`src/logic/mpwm_pkg.sv`:
```
// constants and types shared by the multiphase interleaver files
`default_nettype none
package mpwm_pkg;
   // timing, all figures in their own units first
   localparam int CLK_PERIOD_NS = 25;
   localparam int SW_PERIOD_NS  = 6000;
   localparam int SW_PERIOD_INT = SW_PERIOD_NS / CLK_PERIOD_NS;
   localparam logic [7:0] SW_PERIOD_CYC = 8'(SW_PERIOD_INT);
   // least times round up to whole cycles
   localparam logic [7:0] FORCED_OFF_CYC = 8'((SW_PERIOD_INT + 2) / 3);
   localparam logic [7:0] SAMPLE_START_CYC = 8'((SW_PERIOD_INT + 5) / 6);
   localparam logic [7:0] SAMPLE_END_CYC =
      8'((SW_PERIOD_INT + 5) / 6 + (SW_PERIOD_INT + 2) / 3);
   // termination offsets inside one period, per phase count
   localparam logic [7:0] T4_OFS_4 = 8'h00;
   localparam logic [7:0] T4_OFS_3 = 8'(SW_PERIOD_INT / 4);
   localparam logic [7:0] T4_OFS_2 = 8'(SW_PERIOD_INT / 2);
   localparam logic [7:0] T4_OFS_1 = 8'(3 * SW_PERIOD_INT / 4);
   localparam logic [7:0] T3_OFS_3 = 8'h00;
   localparam logic [7:0] T3_OFS_2 = 8'(SW_PERIOD_INT / 3);
   localparam logic [7:0] T3_OFS_1 = 8'(2 * SW_PERIOD_INT / 3);
   localparam logic [7:0] T2_OFS_1 = 8'h00;
   localparam logic [7:0] T2_OFS_2 = 8'(SW_PERIOD_INT / 2);
   // strap release time before the straps are read
   localparam logic [3:0] STRAP_SETTLE_CYC = 4'h8;
   // phase counts
   localparam logic [2:0] PHASES_2 = 3'h2;
   localparam logic [2:0] PHASES_3 = 3'h3;
   localparam logic [2:0] PHASES_4 = 3'h4;
   localparam logic [7:0] SAMPLE_RESET = 8'h00;

   typedef enum logic [1:0] {CH_WAIT, CH_OFF, CH_ARMED, CH_HIGH}
      mpwm_ch_state_t;
   typedef enum logic {ST_RELEASE, ST_RUN} mpwm_strap_t;
endpackage
`default_nettype wire

```
`src/logic/mpwm_channel.sv`:
```
// one phase channel: forced off, comparator rise, sample and hold
`timescale 1ns/1ps
`default_nettype none
module mpwm_channel (
   input  wire logic       ref_clk,
   input  wire logic       rst,
   input  wire logic       enable,
   input  wire logic       term_tick,
   input  wire logic       ramp_cross,
   input  wire logic [7:0] sense_in,
   output logic            phase_out,
   output logic            sampling,
   output logic [7:0]      held_sample
);
   mpwm_pkg::mpwm_ch_state_t state_reg;
   logic [7:0] off_cnt_reg;
   logic [7:0] track_reg;
   logic [7:0] held_reg;
   logic [7:0] low_cnt_reg;
   logic       phase_reg;
   logic       window_d_reg;
   logic       in_window;

   always_ff @(posedge ref_clk or posedge rst) begin
      if (rst) begin
         state_reg <= mpwm_pkg::CH_WAIT;
      end else if (!enable) begin
         state_reg <= mpwm_pkg::CH_WAIT;
      end else if (term_tick) begin
         state_reg <= mpwm_pkg::CH_OFF;
      end else begin
         unique case (state_reg)
            mpwm_pkg::CH_WAIT: state_reg <= mpwm_pkg::CH_WAIT;
            mpwm_pkg::CH_OFF: begin
               if (off_cnt_reg == mpwm_pkg::FORCED_OFF_CYC - 8'h01) begin
                  state_reg <= mpwm_pkg::CH_ARMED;
               end
            end
            mpwm_pkg::CH_ARMED: begin
               if (ramp_cross) begin
                  state_reg <= mpwm_pkg::CH_HIGH;
               end
            end
            mpwm_pkg::CH_HIGH: state_reg <= mpwm_pkg::CH_HIGH;
         endcase
      end
   end

   // output flop mirrors the high state so the pin never glitches
   always_ff @(posedge ref_clk or posedge rst) begin
      if (rst) begin
         phase_reg <= 1'b0;
      end else if (!enable || term_tick) begin
         phase_reg <= 1'b0;
      end else if (state_reg == mpwm_pkg::CH_ARMED && ramp_cross) begin
         phase_reg <= 1'b1;
      end
   end

   // off-time counter saturates at the window end
   always_ff @(posedge ref_clk or posedge rst) begin
      if (rst) begin
         off_cnt_reg <= 8'h00;
      end else if (term_tick) begin
         off_cnt_reg <= 8'h00;
      end else if ((state_reg == mpwm_pkg::CH_OFF
                    || state_reg == mpwm_pkg::CH_ARMED)
                   && off_cnt_reg < mpwm_pkg::SAMPLE_END_CYC) begin
         off_cnt_reg <= off_cnt_reg + 8'h01;
      end
   end

   assign in_window = (state_reg == mpwm_pkg::CH_OFF
                       || state_reg == mpwm_pkg::CH_ARMED)
                      && off_cnt_reg >= mpwm_pkg::SAMPLE_START_CYC
                      && off_cnt_reg < mpwm_pkg::SAMPLE_END_CYC;

   // track through the window, hold the last value until the next end
   always_ff @(posedge ref_clk or posedge rst) begin
      if (rst) begin
         track_reg    <= mpwm_pkg::SAMPLE_RESET;
         held_reg     <= mpwm_pkg::SAMPLE_RESET;
         window_d_reg <= 1'b0;
      end else if (!enable) begin
         track_reg    <= mpwm_pkg::SAMPLE_RESET;
         held_reg     <= mpwm_pkg::SAMPLE_RESET;
         window_d_reg <= 1'b0;
      end else begin
         window_d_reg <= in_window;
         if (in_window) begin
            track_reg <= sense_in;
         end
         if (window_d_reg && !in_window) begin
            held_reg <= track_reg;
         end
      end
   end

   assign phase_out   = phase_reg;
   assign sampling    = window_d_reg;
   assign held_sample = held_reg;

   // helper: cycles the output has been low
   always_ff @(posedge ref_clk or posedge rst) begin
      if (rst) begin
         low_cnt_reg <= 8'h00;
      end else if (phase_reg || term_tick) begin
         low_cnt_reg <= 8'h00;
      end else if (low_cnt_reg != 8'hFF) begin
         low_cnt_reg <= low_cnt_reg + 8'h01;
      end
   end

   property p_forced_off;
      @(posedge ref_clk) disable iff (rst)
      $rose(phase_reg) |-> low_cnt_reg > mpwm_pkg::FORCED_OFF_CYC;
   endproperty
   a_forced_off: assert property (p_forced_off)
      else $error("phase rose before forced off time");

   property p_window_low;
      @(posedge ref_clk) disable iff (rst)
      $rose(window_d_reg) |-> !phase_reg
         && off_cnt_reg == mpwm_pkg::SAMPLE_START_CYC + 8'h01;
   endproperty
   a_window_low: assert property (p_window_low)
      else $error("sample window opened at wrong time");

   property p_hold;
      @(posedge ref_clk) disable iff (rst)
      enable && !$past(window_d_reg) |-> $stable(held_reg);
   endproperty
   a_hold: assert property (p_hold)
      else $error("held sample changed outside window end");

   c_rise: cover property (@(posedge ref_clk) disable iff (rst)
      $rose(phase_reg));
endmodule // mpwm_channel
`default_nettype wire

```
`src/logic/mpwm_interleaver.sv`:
```
// multiphase interleaver top: straps, termination clock, four channels
`timescale 1ns/1ps
`default_nettype none
// Summary of operation
// - active phases are spaced evenly, a third cycle apart in three phase mode
// - with no strap found, all four channels run
// - a termination tick once per period drives a phase low, opening its cycle
// - four phases terminate in order 4,3,2,1, quarter cycle apart
// - output 4 tied high with output 3 low gives three phases, order 3,2,1, third cycle apart
// - output 3 strapped high gives two phases, phase 2 half cycle after 1
// - a phase that falls stays low at least one third cycle
// - after forced off, the comparator trip drives the phase high
// - a high phase stays high until its next termination tick
// - sampling starts a sixth period after the fall, lasts a third or to rise
// - each captured sample is held for one full switching cycle
// - sampling is per channel; strapped-off channels are disabled
module mpwm_interleaver (
   input  wire logic       ref_clk,
   input  wire logic       rst,
   input  wire logic       ramp_cross_1,
   input  wire logic       ramp_cross_2,
   input  wire logic       ramp_cross_3,
   input  wire logic       ramp_cross_4,
   input  wire logic [7:0] sensed_channel_current_1,
   input  wire logic [7:0] sensed_channel_current_2,
   input  wire logic [7:0] sensed_channel_current_3,
   input  wire logic [7:0] sensed_channel_current_4,
   input  wire logic       phase_out_3_strap_in,
   input  wire logic       phase_out_4_strap_in,
   output logic            phase_out_1,
   output logic            phase_out_2,
   output logic            phase_out_3_strap_out,
   output logic            phase_out_3_strap_oe,
   output logic            phase_out_4_strap_out,
   output logic            phase_out_4_strap_oe,
   output logic [2:0]      phase_count,
   output logic [7:0]      held_current_1,
   output logic [7:0]      held_current_2,
   output logic [7:0]      held_current_3,
   output logic [7:0]      held_current_4,
   output logic [3:0]      sampling
);
   localparam int D_QUARTER = mpwm_pkg::SW_PERIOD_INT / 4;
   localparam int D_THIRD   = mpwm_pkg::SW_PERIOD_INT / 3;
   localparam int D_HALF    = mpwm_pkg::SW_PERIOD_INT / 2;
   localparam int D_TWO3    = 2 * (mpwm_pkg::SW_PERIOD_INT / 3);
   localparam int D_PERIOD  = mpwm_pkg::SW_PERIOD_INT;

   mpwm_pkg::mpwm_strap_t strap_state_reg;
   logic [3:0] settle_cnt_reg;
   logic [2:0] phase_count_reg;
   logic [7:0] period_cnt_reg;
   logic [3:0] ch_enable;
   logic [3:0] term_tick;
   logic [3:0] ch_phase;
   logic [3:0] ramp_cross;
   logic [7:0] sense [4];
   logic [7:0] held [4];
   logic       running;

   // offset of a channel's termination inside the period
   function automatic logic [7:0] tick_offset(input logic [2:0] n,
                                              input int ch);
      logic [7:0] ofs;
      ofs = 8'h00;
      if (n == mpwm_pkg::PHASES_4) begin
         unique case (ch)
            0: ofs = mpwm_pkg::T4_OFS_1;
            1: ofs = mpwm_pkg::T4_OFS_2;
            2: ofs = mpwm_pkg::T4_OFS_3;
            default: ofs = mpwm_pkg::T4_OFS_4;
         endcase
      end else if (n == mpwm_pkg::PHASES_3) begin
         unique case (ch)
            0: ofs = mpwm_pkg::T3_OFS_1;
            1: ofs = mpwm_pkg::T3_OFS_2;
            default: ofs = mpwm_pkg::T3_OFS_3;
         endcase
      end else begin
         ofs = (ch == 0) ? mpwm_pkg::T2_OFS_1 : mpwm_pkg::T2_OFS_2;
      end
      return ofs;
   endfunction

   // straps are released, read once, then frozen until reset
   always_ff @(posedge ref_clk or posedge rst) begin
      if (rst) begin
         strap_state_reg <= mpwm_pkg::ST_RELEASE;
         settle_cnt_reg  <= 4'h0;
         phase_count_reg <= mpwm_pkg::PHASES_4;
      end else if (strap_state_reg == mpwm_pkg::ST_RELEASE) begin
         settle_cnt_reg <= settle_cnt_reg + 4'h1;
         if (settle_cnt_reg == mpwm_pkg::STRAP_SETTLE_CYC - 4'h1) begin
            strap_state_reg <= mpwm_pkg::ST_RUN;
            if (phase_out_3_strap_in) begin
               phase_count_reg <= mpwm_pkg::PHASES_2;
            end else if (phase_out_4_strap_in) begin
               phase_count_reg <= mpwm_pkg::PHASES_3;
            end else begin
               phase_count_reg <= mpwm_pkg::PHASES_4;
            end
         end
      end
   end

   assign running = (strap_state_reg == mpwm_pkg::ST_RUN);

   // single period counter shared by all phases keeps them locked
   always_ff @(posedge ref_clk or posedge rst) begin
      if (rst) begin
         period_cnt_reg <= 8'h00;
      end else if (!running) begin
         period_cnt_reg <= 8'h00;
      end else if (period_cnt_reg == mpwm_pkg::SW_PERIOD_CYC - 8'h01) begin
         period_cnt_reg <= 8'h00;
      end else begin
         period_cnt_reg <= period_cnt_reg + 8'h01;
      end
   end

   assign ch_enable[0] = running;
   assign ch_enable[1] = running;
   assign ch_enable[2] = running && phase_count_reg >= mpwm_pkg::PHASES_3;
   assign ch_enable[3] = running && phase_count_reg == mpwm_pkg::PHASES_4;

   assign ramp_cross = {ramp_cross_4, ramp_cross_3,
                        ramp_cross_2, ramp_cross_1};
   assign sense[0] = sensed_channel_current_1;
   assign sense[1] = sensed_channel_current_2;
   assign sense[2] = sensed_channel_current_3;
   assign sense[3] = sensed_channel_current_4;

   for (genvar i = 0; i < 4; i++) begin : g_ch
      assign term_tick[i] = ch_enable[i]
         && period_cnt_reg == tick_offset(phase_count_reg, i);
      mpwm_channel u_ch (
         .ref_clk     (ref_clk),
         .rst         (rst),
         .enable      (ch_enable[i]),
         .term_tick   (term_tick[i]),
         .ramp_cross  (ramp_cross[i]),
         .sense_in    (sense[i]),
         .phase_out   (ch_phase[i]),
         .sampling    (sampling[i]),
         .held_sample (held[i])
      );
   end

   assign phase_out_1           = ch_phase[0];
   assign phase_out_2           = ch_phase[1];
   assign phase_out_3_strap_out = ch_phase[2];
   // strapped pins are never driven, so a tie to supply is not fought
   assign phase_out_3_strap_oe  = ch_enable[2];
   assign phase_out_4_strap_out = ch_phase[3];
   assign phase_out_4_strap_oe  = ch_enable[3];
   assign phase_count           = phase_count_reg;
   assign held_current_1        = held[0];
   assign held_current_2        = held[1];
   assign held_current_3        = held[2];
   assign held_current_4        = held[3];

   property p_order4;
      @(posedge ref_clk) disable iff (rst)
      phase_count_reg == mpwm_pkg::PHASES_4 && term_tick[3]
         |-> ##D_QUARTER term_tick[2] ##D_QUARTER term_tick[1]
             ##D_QUARTER term_tick[0];
   endproperty
   a_order4: assert property (p_order4)
      else $error("four phase firing order or spacing wrong");

   property p_order3;
      @(posedge ref_clk) disable iff (rst)
      phase_count_reg == mpwm_pkg::PHASES_3 && term_tick[2]
         |-> ##D_THIRD term_tick[1] ##D_THIRD term_tick[0];
   endproperty
   a_order3: assert property (p_order3)
      else $error("three phase firing order or spacing wrong");

   property p_sym3;
      @(posedge ref_clk) disable iff (rst)
      phase_count_reg == mpwm_pkg::PHASES_3 && term_tick[2]
         |-> ##D_TWO3 term_tick[0] && !term_tick[3];
   endproperty
   a_sym3: assert property (p_sym3)
      else $error("three phase channels not evenly spaced");

   property p_order2;
      @(posedge ref_clk) disable iff (rst)
      phase_count_reg == mpwm_pkg::PHASES_2 && term_tick[0]
         |-> ##D_HALF term_tick[1];
   endproperty
   a_order2: assert property (p_order2)
      else $error("two phase spacing wrong");

   property p_period;
      @(posedge ref_clk) disable iff (rst)
      term_tick[0] |-> ##D_PERIOD term_tick[0];
   endproperty
   a_period: assert property (p_period)
      else $error("termination period wrong");

   property p_tick_low;
      @(posedge ref_clk) disable iff (rst)
      term_tick[1] |=> !phase_out_2;
   endproperty
   a_tick_low: assert property (p_tick_low)
      else $error("termination tick did not drive phase low");

   property p_stay_high;
      @(posedge ref_clk) disable iff (rst)
      phase_out_1 && !term_tick[0] |=> phase_out_1;
   endproperty
   a_stay_high: assert property (p_stay_high)
      else $error("phase fell without termination tick");

   property p_default;
      @(posedge ref_clk) disable iff (rst)
      $rose(running) && !$past(phase_out_3_strap_in)
         && !$past(phase_out_4_strap_in)
         |-> phase_count_reg == mpwm_pkg::PHASES_4;
   endproperty
   a_default: assert property (p_default)
      else $error("default phase count is not four");

   property p_frozen;
      @(posedge ref_clk) disable iff (rst)
      running && $past(running) |-> $stable(phase_count_reg);
   endproperty
   a_frozen: assert property (p_frozen)
      else $error("phase count changed while running");

   property p_inactive;
      @(posedge ref_clk) disable iff (rst)
      phase_count_reg != mpwm_pkg::PHASES_4
         |-> !phase_out_4_strap_oe && held_current_4 == 8'h00;
   endproperty
   a_inactive: assert property (p_inactive)
      else $error("strapped-off channel is active");

   c_four: cover property (@(posedge ref_clk) disable iff (rst)
      running && phase_count_reg == mpwm_pkg::PHASES_4 && term_tick[0]);
   c_three: cover property (@(posedge ref_clk) disable iff (rst)
      running && phase_count_reg == mpwm_pkg::PHASES_3 && term_tick[0]);
   c_two: cover property (@(posedge ref_clk) disable iff (rst)
      running && phase_count_reg == mpwm_pkg::PHASES_2 && term_tick[1]);
endmodule // mpwm_interleaver
`default_nettype wire

```
`config.mk`:
```
export PLATFORM = sky130hd
export DESIGN_NAME = mpwm_interleaver
export DESIGN_NICKNAME = d
export VERILOG_FILES = /design/src/logic/mpwm_pkg.sv /design/src/logic/mpwm_channel.sv /design/src/logic/mpwm_interleaver.sv
export SDC_FILE = /design/constraint.sdc
export NUM_CORES = 1
export LEC_CHECK = 0
export BUFFER_PORTS_ARGS = -buffer_cell sky130_fd_sc_hd__buf_2
export CORE_ASPECT_RATIO = 0.7
export CORE_MARGIN = 3
export CORE_UTILIZATION = 50
export CTS_CLUSTER_DIAMETER = 150
export DETAILED_ROUTE_END_ITERATION = 10
export PLACE_DENSITY_LB_ADDON = 0.08
export SYNTH_ARGS = -nofsm -noshare
export SYNTH_HDL_FRONTEND = slang
export SYNTH_SLANG_ARGS = --single-unit
```
`constraint.sdc`:
```
create_clock -name ref_clk -period 7.95 [get_ports ref_clk]
set_input_delay 0.795 -clock ref_clk [delete_from_list [all_inputs] [get_ports ref_clk]]
set_output_delay 0.795 -clock ref_clk [all_outputs]
set_load 0.05 [all_outputs]
```
==> run summary, run 1 <==
Data on the critical path is required at its endpoint by ~7.2 ns. The number of max-cap violations came out at 0. The library cell with the largest summed area after synthesis is sky130_fd_sc_hd__dfrtp_1.

The total clock buffers created by CTS came out at 17. The final wirelength is 12600 µm. The count of flip-flops with a built-in enable after synthesis is 0.

STA classifies the critical path startpoint as a flop. The clock latency at the later pin of the worst-skew pair came out at 0.41 ns. After floorplanning, the core was divided into 33 placement rows.

The clock passes through at most 2 buffers. The first routing iteration left between 150 and 200 violations. The starting density of the core came out at 0.521. The number of setup violations in the final report is 0.

The full die area came out at between 10000 and 15000 µm². 0 antenna diodes ended up in the layout. The die is roughly 140 µm wide. Input and output buffers added on the ports amount to 84.

The synthesized net count is around 690. The clock skew after layout is roughly 0.0094 ns. The maximum number of pins on one net before global-route repair came out at 68. At the end of routability-driven placement, the weighted congestion stood at between 0.8 and 0.9.

STA classifies the critical path endpoint as an output port. The synthesis warning total came out at 0. The count of filler cells inserted in the layout is 1019. The initial antenna violation count came to 0. Adding up every negative setup slack in the final design gives 0 ns. The top achievable clock speed came out at about 310 MHz. The total I/O pin count is 85.

The flip-flop and latch area came out at roughly 3200 µm². The count of different cell masters after synthesis is 53. At the end of the flow, the number of nets in the layout was between 700 and 800.

The clock-pin transition on the worst setup and hold timing paths is approximately 0.060 ns. The flop and latch count out of synthesis is ~130. The routed wirelength normalized by instance count came out at between 10 and 15 µm. After layout, the minimum clock period comes to ~3.3 ns.

The area of the multi-input gates came out at roughly 2700 µm². By instance count, the leading cell after synthesis is sky130_fd_sc_hd__dfrtp_1. The number of buffers inserted by hold repair at cts came out at 0. The fraction of registers with async set or reset after synthesis came out at 1.00. For this run, the leading register cell type out of synthesis is sky130_fd_sc_hd__dfrtp_1. The flop-to-flop setup slack is 5.51 ns.

The number of failing hold endpoints at the final stage is 0. The critical path is of the flop to output port type. The maximum ir drop on the vdd rail is 155 µV. The post-synthesis area per instance is slightly below 10 µm².

Along the worst path, the maximum fanout reaches 22. The first-pass GRT wire length came out at approximately 22000 µm. The average via count per standard cell came out at roughly 5.3. The overall power of the completed layout came out at ~1800 µW. The headroom to the max-slew limit came out at 0.294. After detailed routing, the number of remaining DRC violations is 0. The instance count of the mapped netlist came out at 625. By count the netlist is led by sky130_fd_sc_hd__dfrtp_1 (127), sky130_fd_sc_hd__nor2_1 (88), sky130_fd_sc_hd__nand2_1 (61). The via count of the first global-routing pass is between 4k and 5k.

The number of sinks on the clock net is between 100 and 150. The post-synthesis instance area is between 6000 and 7000 µm². The fraction of post-synthesis cell area in the top cell type by area came out at 0.513. Ranked by total cell area, the synthesized netlist is headed by sky130_fd_sc_hd__dfrtp_1 (51%), sky130_fd_sc_hd__mux2i_1 (6.1%), sky130_fd_sc_hd__nor2_1 (5.3%). Setup repair after global routing left no endpoint under its margin. The share of the Yosys chip area taken by registers is 0.517. TritonCTS built the clock tree. CTS built an H-tree with a depth of 4.

The fraction of layout cells with a size suffix above 1 came out at 0.190. The area of all placed cells without fillers came out at ~7300 µm². The root buffer cell chosen for the clock tree is sky130_fd_sc_hd__clkbuf_16. The analysis attributes to cell leakage a power of ~0.0037 µW. The global-route total usage across every layer is 0.193. The die outline height is around 99 µm.

The region available for standard cell placement spans around 12000 µm². The antenna violation net count after detailed routing is 0. The worst hold path belongs to the class flop to flop.

The growth of design area from synthesis to finish is 17.1%. The flow ran to the end, and the final reports show no timing, DRC or antenna violations. The post-detailed-placement half-perimeter wirelength came out at between 8000 and 9000 µm. The total power per unit cell area came out at around 250 nW/µm².

The number of setup buffers added after CTS is 0. The post-placement cell area is 6690 µm². The post-layout utilization of the core is 0.610. The max-slew violation count came out at 0. The worst hold margin came out at 0.475 ns. Of the available clock period, the critical path in the final layout requires 0.412. The measured slew at the worst slew-check pin came out at 1.06 ns. STA puts the critical path data arrival time at 2.48 ns. The quantity of gates resized following cts is 0.

The final global-route overflow total is 0. The vias after detailed routing came out at about 4.6k. The first TritonRoute pass finished after 6 iterations.
==> routing by layer <==
metal  GRT usage  wire length, µm
met4      0.0624               97
met3      0.0581              559
met1       0.258             6200
met5           0                0
met2       0.305             5760
==> path summary, 6_finish.rpt <==
check,start,endpoint,cells after the start
min in group asynchronous,rst,g_ch[2].u_ch.held_sample[2]$_DFFE_PP0P_,2
setup / recovery,phase_count[2]$_DFFE_PP1P_,phase_out_4_strap_oe,4
hold reg to reg,settle_cnt_reg[3]$_DFFE_PP0N_,settle_cnt_reg[3]$_DFFE_PP0N_,1
hold / removal,settle_cnt_reg[3]$_DFFE_PP0N_,settle_cnt_reg[3]$_DFFE_PP0N_,1
setup reg to reg,phase_count[2]$_DFFE_PP1P_,g_ch[3].u_ch.state_reg[0]$_DFFE_PP0P_,4
max in group asynchronous,rst,g_ch[3].u_ch.off_cnt_reg[5]$_DFFE_PP0P_,3
==> layout make-up <==
type | instances | area share
Tap cell | 157 | 0.0271
Timing Repair Buffer | 87 | 0.0610
Clock inverter | 14 | 0.0169
Clock buffer | 18 | 0.0605
Sequential cell | 128 | 0.442
Inverter | 32 | 0.0169
Multi-Input combinational cell | 431 | 0.376
==> cells by family after synthesis <==
logic type / count (synthesis) / share of synthesized area
XOR/XNOR: 29 / 0.0410
multiplexers: 41 / 0.0668
flip-flops: 128 / 0.517
adder cells (fa/ha/maj): 26 / 0.0525
AND/OR/NAND/NOR: 250 / 0.190
AO/OA/AOI/OAI: 85 / 0.0870
buffers and inverters: 66 / 0.0456
==> critical path, cell delays in order (launching register included) <==
cell                      delay [ns]
sky130_fd_sc_hd__dfstp_2        0.62
sky130_fd_sc_hd__nor3b_2        0.40
sky130_fd_sc_hd__nand2_1        0.55
sky130_fd_sc_hd__inv_1          0.21
sky130_fd_sc_hd__buf_2          0.29
==> report_power, final <==
group,internal (µW),switching (µW),total (µW)
Combinational,119,217,336
Clock,417,315,732
Sequential,718,57.5,775
==> metrics by stage <==
step           instances  worst slack [ns]
3_5_place_dp         835              5.10
6_report             867              4.67
4_1_cts              867              4.66
3_3_place_gp         835              5.20
5_1_grt              867              4.45
2_1_floorplan        625              3.74
==> layout by cell type, fill, tap and decap left out, types with 2 or more instances in the layout <==
cell type	n
sky130_fd_sc_hd__clkinvlp_4	2
sky130_fd_sc_hd__inv_6	6
sky130_fd_sc_hd__xor2_1	12
sky130_fd_sc_hd__clkbuf_16	17
sky130_fd_sc_hd__and2_1	2
sky130_fd_sc_hd__buf_2	84
sky130_fd_sc_hd__dfrtp_1	127
sky130_fd_sc_hd__nor2b_1	5
sky130_fd_sc_hd__nand2b_1	3
sky130_fd_sc_hd__mux2_2	3
sky130_fd_sc_hd__nand3b_1	3
sky130_fd_sc_hd__or4b_1	2
sky130_fd_sc_hd__ha_1	26
sky130_fd_sc_hd__nor4_1	2
sky130_fd_sc_hd__or3_1	5
sky130_fd_sc_hd__a31oi_1	3
sky130_fd_sc_hd__buf_4	3
sky130_fd_sc_hd__and3_1	6
sky130_fd_sc_hd__o2111ai_2	3
sky130_fd_sc_hd__xnor2_1	17
sky130_fd_sc_hd__nand3_1	46
sky130_fd_sc_hd__o21ai_1	3
sky130_fd_sc_hd__a21oi_1	44
sky130_fd_sc_hd__o2111ai_1	2
sky130_fd_sc_hd__mux2i_1	38
sky130_fd_sc_hd__a21o_1	2
sky130_fd_sc_hd__nand2_1	61
sky130_fd_sc_hd__o21ai_0	8
sky130_fd_sc_hd__nor2_1	88
sky130_fd_sc_hd__clkinv_4	5
sky130_fd_sc_hd__o41ai_1	3
sky130_fd_sc_hd__inv_1	31
sky130_fd_sc_hd__nand4_1	13
sky130_fd_sc_hd__o21a_1	6
sky130_fd_sc_hd__nor3_1	4
No activity file was read; power rests on OpenSTA's default activity.
==> run 2, diff against run 1 <==
- ABC_AREA: not set -> 1
- clock period: 7.95 -> 3.2 ns (I/O delays scaled with it)
==> run summary, run 2 <==
The fraction of post-synthesis cell area in the top cell type by area came out at 0.500. The die outline height came out at between 100 and 150 µm. The count of filler cells inserted in the layout came out at 1079. At the later pin of the worst-skew pair, clock insertion delay measures about 0.42 ns.

The worst hold path belongs to the class primary input to async pin. The number of buffers inserted by hold repair at cts is 0. The port buffer count is 84.

The post-synthesis instance area came out at roughly 6400 µm². Among all flip-flop cells after synthesis, the most frequent one is sky130_fd_sc_hd__dfrtp_1. The flow ran to the end, and the final reports show no timing, DRC or antenna violations.

The number of DRC violations after detailed-routing iteration 0 came out at 360. The post-synthesis area per instance came out at approximately 8.3 µm². The clock-pin transition on the worst setup and hold timing paths came out at about 0.06 ns.

The number of rows in the core area came out at 33. The maximum number of pins on one net before global-route repair is 129. The static power due to leakage is between 0.004 and 0.005 µW. The level count of the clock H-tree is 4.

The data required time at the worst endpoint came out at 2.88 ns. The width of the die is between 100 and 150 µm. The starting density of the core is 0.527.

The final cell count without fillers is a little over 1k. The library cell with the largest summed area after synthesis is sky130_fd_sc_hd__dfrtp_1. The total power per unit cell area came out at roughly 640 nW/µm². In the final layout, the multi-input gates occupy approximately 2600 µm². The full die area is 14100 µm².

Routability-driven placement finished with a final weighted congestion of 0.824. The number of max-cap violations came out at 0. The quantity of gates resized following cts is 0. The clock period could shrink to around 2.4 ns. The top achievable clock speed is 419 MHz. The number of optimization iterations in the first detailed-route pass came out at 5. During synthesis, Yosys emitted a total of 0 warnings. The initial antenna violation count is 2. Among all stages on the critical path, the largest delay is contributed by sky130_fd_sc_hd__nor2_2. The count of flip-flops with a built-in enable after synthesis is 0. The fraction of registers with async set or reset after synthesis is 1.00. The routed wirelength normalized by instance count is between 10 and 15 µm. The number of remaining DRC errors came out at 0.

Setup repair after global routing left no endpoint under its margin. The max-slew violation count came to 0. The global-route total usage across every layer came out at 0.208. The instance count of the mapped netlist came out at between 700 and 800. The final worst-path cycle share is 0.746. After the last flow step, the layout net total stands at 916. The highest cell delay on the worst timing path is ~0.53 ns.

Between clock sinks in the finished design, the worst skew comes to 0.00722 ns. The via count of the first global-routing pass is roughly 5.1k. The average via count per standard cell came out at a little over 5. The setup slack after placement is around 1.2 ns. The critical path launch point type is a flop. The flip-flop and latch area is ~3200 µm².

The maximum fanout encountered on the critical timing path is 16. Of the cells placed in the final design, the portion with a size suffix greater than 1 is 0.184. The number of setup violations in the final report came out at 0. The commonest cells after synthesis are sky130_fd_sc_hd__nand2_1 (223), sky130_fd_sc_hd__dfrtp_1 (127), sky130_fd_sc_hd__nand3_1 (120). The data arrival time at the worst-slack endpoint is 2.07 ns. The synthesized net count is 830.

Measured against its own limit, the worst slew margin works out to 0.552. The critical path is of the flop to output port type. The first global-routing pass estimated roughly 24000 µm of wire. The number of failing hold endpoints at the final stage came to 0. The final wirelength came out at ~14000 µm.

The tree is rooted in a sky130_fd_sc_hd__clkbuf_16. The maximum ir drop on the vdd rail came out at around 470 µV. From synthesis to final layout, the design area changed by 17.9%. The total negative setup slack came out at 0 ns. At the pin with the least slew margin, the transition time is ~0.67 ns. In this run the count of I/O pins placed on the die edge is 85. In the layout the commonest cells are sky130_fd_sc_hd__nand2_1 (223), sky130_fd_sc_hd__dfrtp_1 (127), sky130_fd_sc_hd__nand3_1 (120), sky130_fd_sc_hd__inv_1 (86), sky130_fd_sc_hd__buf_2 (84). The count of nets left with antenna violations once routing finished came out at 0.

Traced cell by cell, the critical path runs through inv_1 -> nand3_4 -> nor2_2 -> buf_2. The vias after detailed routing came out at roughly 5.2k. TritonCTS created 17 clock buffers. The post-detailed-placement half-perimeter wirelength is 9500 µm. The library cell used most frequently in the layout, excluding fill and tap cells, is sky130_fd_sc_hd__nand2_1. The instance count after placement with tap cells included came out at slightly below 1k.

Clock tree synthesis found a total of 128 sinks. The critical path capture point type is an output port. TritonCTS built the clock tree. The floorplan step defined a core boundary enclosing about 12000 µm². The flop and latch count out of synthesis came out at between 100 and 150. After synthesis, the cell types taking the most area are sky130_fd_sc_hd__dfrtp_1 (50%), sky130_fd_sc_hd__nand2_1 (13%), sky130_fd_sc_hd__nand3_1 (9.4%). The count of different cell masters after synthesis is 39. The count of buffer and inverter cells on the critical path came out at 2. The longest clock path from root to sink contains 2 buffers. The overall power of the completed layout came out at roughly 4800 µW.

The most used standard cell by instance count after synthesis is sky130_fd_sc_hd__nand2_1. The worst path meets setup with 0.811 ns of slack. For this run, the register share of the synthesized area comes to 0.504.

Grouping stages by cell kind, the critical path spends the most delay in simple AND/OR/NAND/NOR gates. The final global-route overflow total is 0. Buffers added to address setup during post-CTS repair amount to 0.
[run 2: cell types whose count changed in the layout (fill, tap and decap cells not counted), moves of 6 or more]
cell	change
sky130_fd_sc_hd__a21oi_1	-33
sky130_fd_sc_hd__a22o_1	+8
sky130_fd_sc_hd__and3_1	-6
sky130_fd_sc_hd__inv_1	+55
sky130_fd_sc_hd__inv_2	+11
sky130_fd_sc_hd__mux2i_1	-38
sky130_fd_sc_hd__nand2_1	+162
sky130_fd_sc_hd__nand3_1	+74
sky130_fd_sc_hd__nor2_1	-52
sky130_fd_sc_hd__o21a_1	-6
sky130_fd_sc_hd__o21ai_0	+12
sky130_fd_sc_hd__or2_2	+6
sky130_fd_sc_hd__xnor2_1	-15
[run 2: power by group]
| group | switching, µW | internal [µW] |
|---|---|---|
| combinational | 623 | 274 |
| sequential | 107 | 1770 |
| clock | 761 | 1240 |
| total | 1490 | 3280 |
[run 2: cell families (layout without fill, tap and decap cells)]
family,after synthesis,after routing,synth area share
AO/OA/AOI/OAI,54,54,0.0514
XOR/XNOR,9,9,0.0124
adder cells (fa/ha/maj),26,26,0.0512
buffers and inverters,121,220,0.0805
flip-flops,128,128,0.504
other,0,1,0
AND/OR/NAND/NOR,426,426,0.301
[run 2: worst paths after layout]
path / start / endpoint / slack [ns] / depth (start not counted)
worst max-delay path: phase_count[0]$_DFFE_PP0P_ / phase_out_4_strap_oe / 0.81 / 4
worst min-delay path: rst / g_ch[2].u_ch.held_sample[6]$_DFFE_PP0P_ / 0.09 / 3
worst max register to register: phase_count[0]$_DFFE_PP0P_ / g_ch[3].u_ch.held_sample[7]$_DFFE_PP0P_ / 1.30 / 7
worst min register to register: period_cnt_reg[0]$_DFF_PP0_ / period_cnt_reg[0]$_DFF_PP0_ / 0.47 / 1
max in group asynchronous: rst / g_ch[0].u_ch.off_cnt_reg[6]$_DFFE_PP0P_ / 2.62 / 3
min in group ref_clk: sensed_channel_current_1[7] / g_ch[0].u_ch.track_reg[7]$_DFFE_PP0P_ / 0.10 / 3
[run 2: final cells by class]
| cell class | count | share of cell area |
|---|---|---|
| diodes | 1 | 0.000334 |
| inverters | 102 | 0.0521 |
| clock inverters | 14 | 0.0244 |
| flip-flops and latches | 128 | 0.428 |
| multi-input cells | 515 | 0.352 |
| clock buffers | 18 | 0.0573 |
| well taps | 157 | 0.0262 |
| repair buffers | 86 | 0.0598 |
[run 2: worst reg2reg max path, cell delays in order, from the launching register on]
cell and delay (ns):
sky130_fd_sc_hd__dfrtp_1 0.44, sky130_fd_sc_hd__inv_1 0.15, sky130_fd_sc_hd__nand3_4 0.15, sky130_fd_sc_hd__nor2_2 0.54
sky130_fd_sc_hd__nand2_1 0.14, sky130_fd_sc_hd__inv_2 0.23, sky130_fd_sc_hd__nand3_1 0.11, sky130_fd_sc_hd__nand2_1 0.08
[run 2: metrics by stage]
step | hold WS (ns) | util | instance area (µm²)
2_1_floorplan | 0.432 | - | 6360
3_3_place_gp | 0.453 | 0.571 | 6880
3_5_place_dp | 0.459 | 0.571 | 6880
4_1_cts | 0.0825 | 0.621 | 7490
5_1_grt | 0.0870 | 0.622 | 7490
6_report | 0.0865 | 0.622 | 7490
[run 2: metal layers]
metal | up-vias | wire [µm] | GRT usage
li1 | 2631 | - | -
met1 | 2450 | 6870 | 0.295
met2 | 106 | 6040 | 0.306
met3 | 13 | 819 | 0.0724
met4 | 2 | 131 | 0.0581
met5 | - | 7 | 0
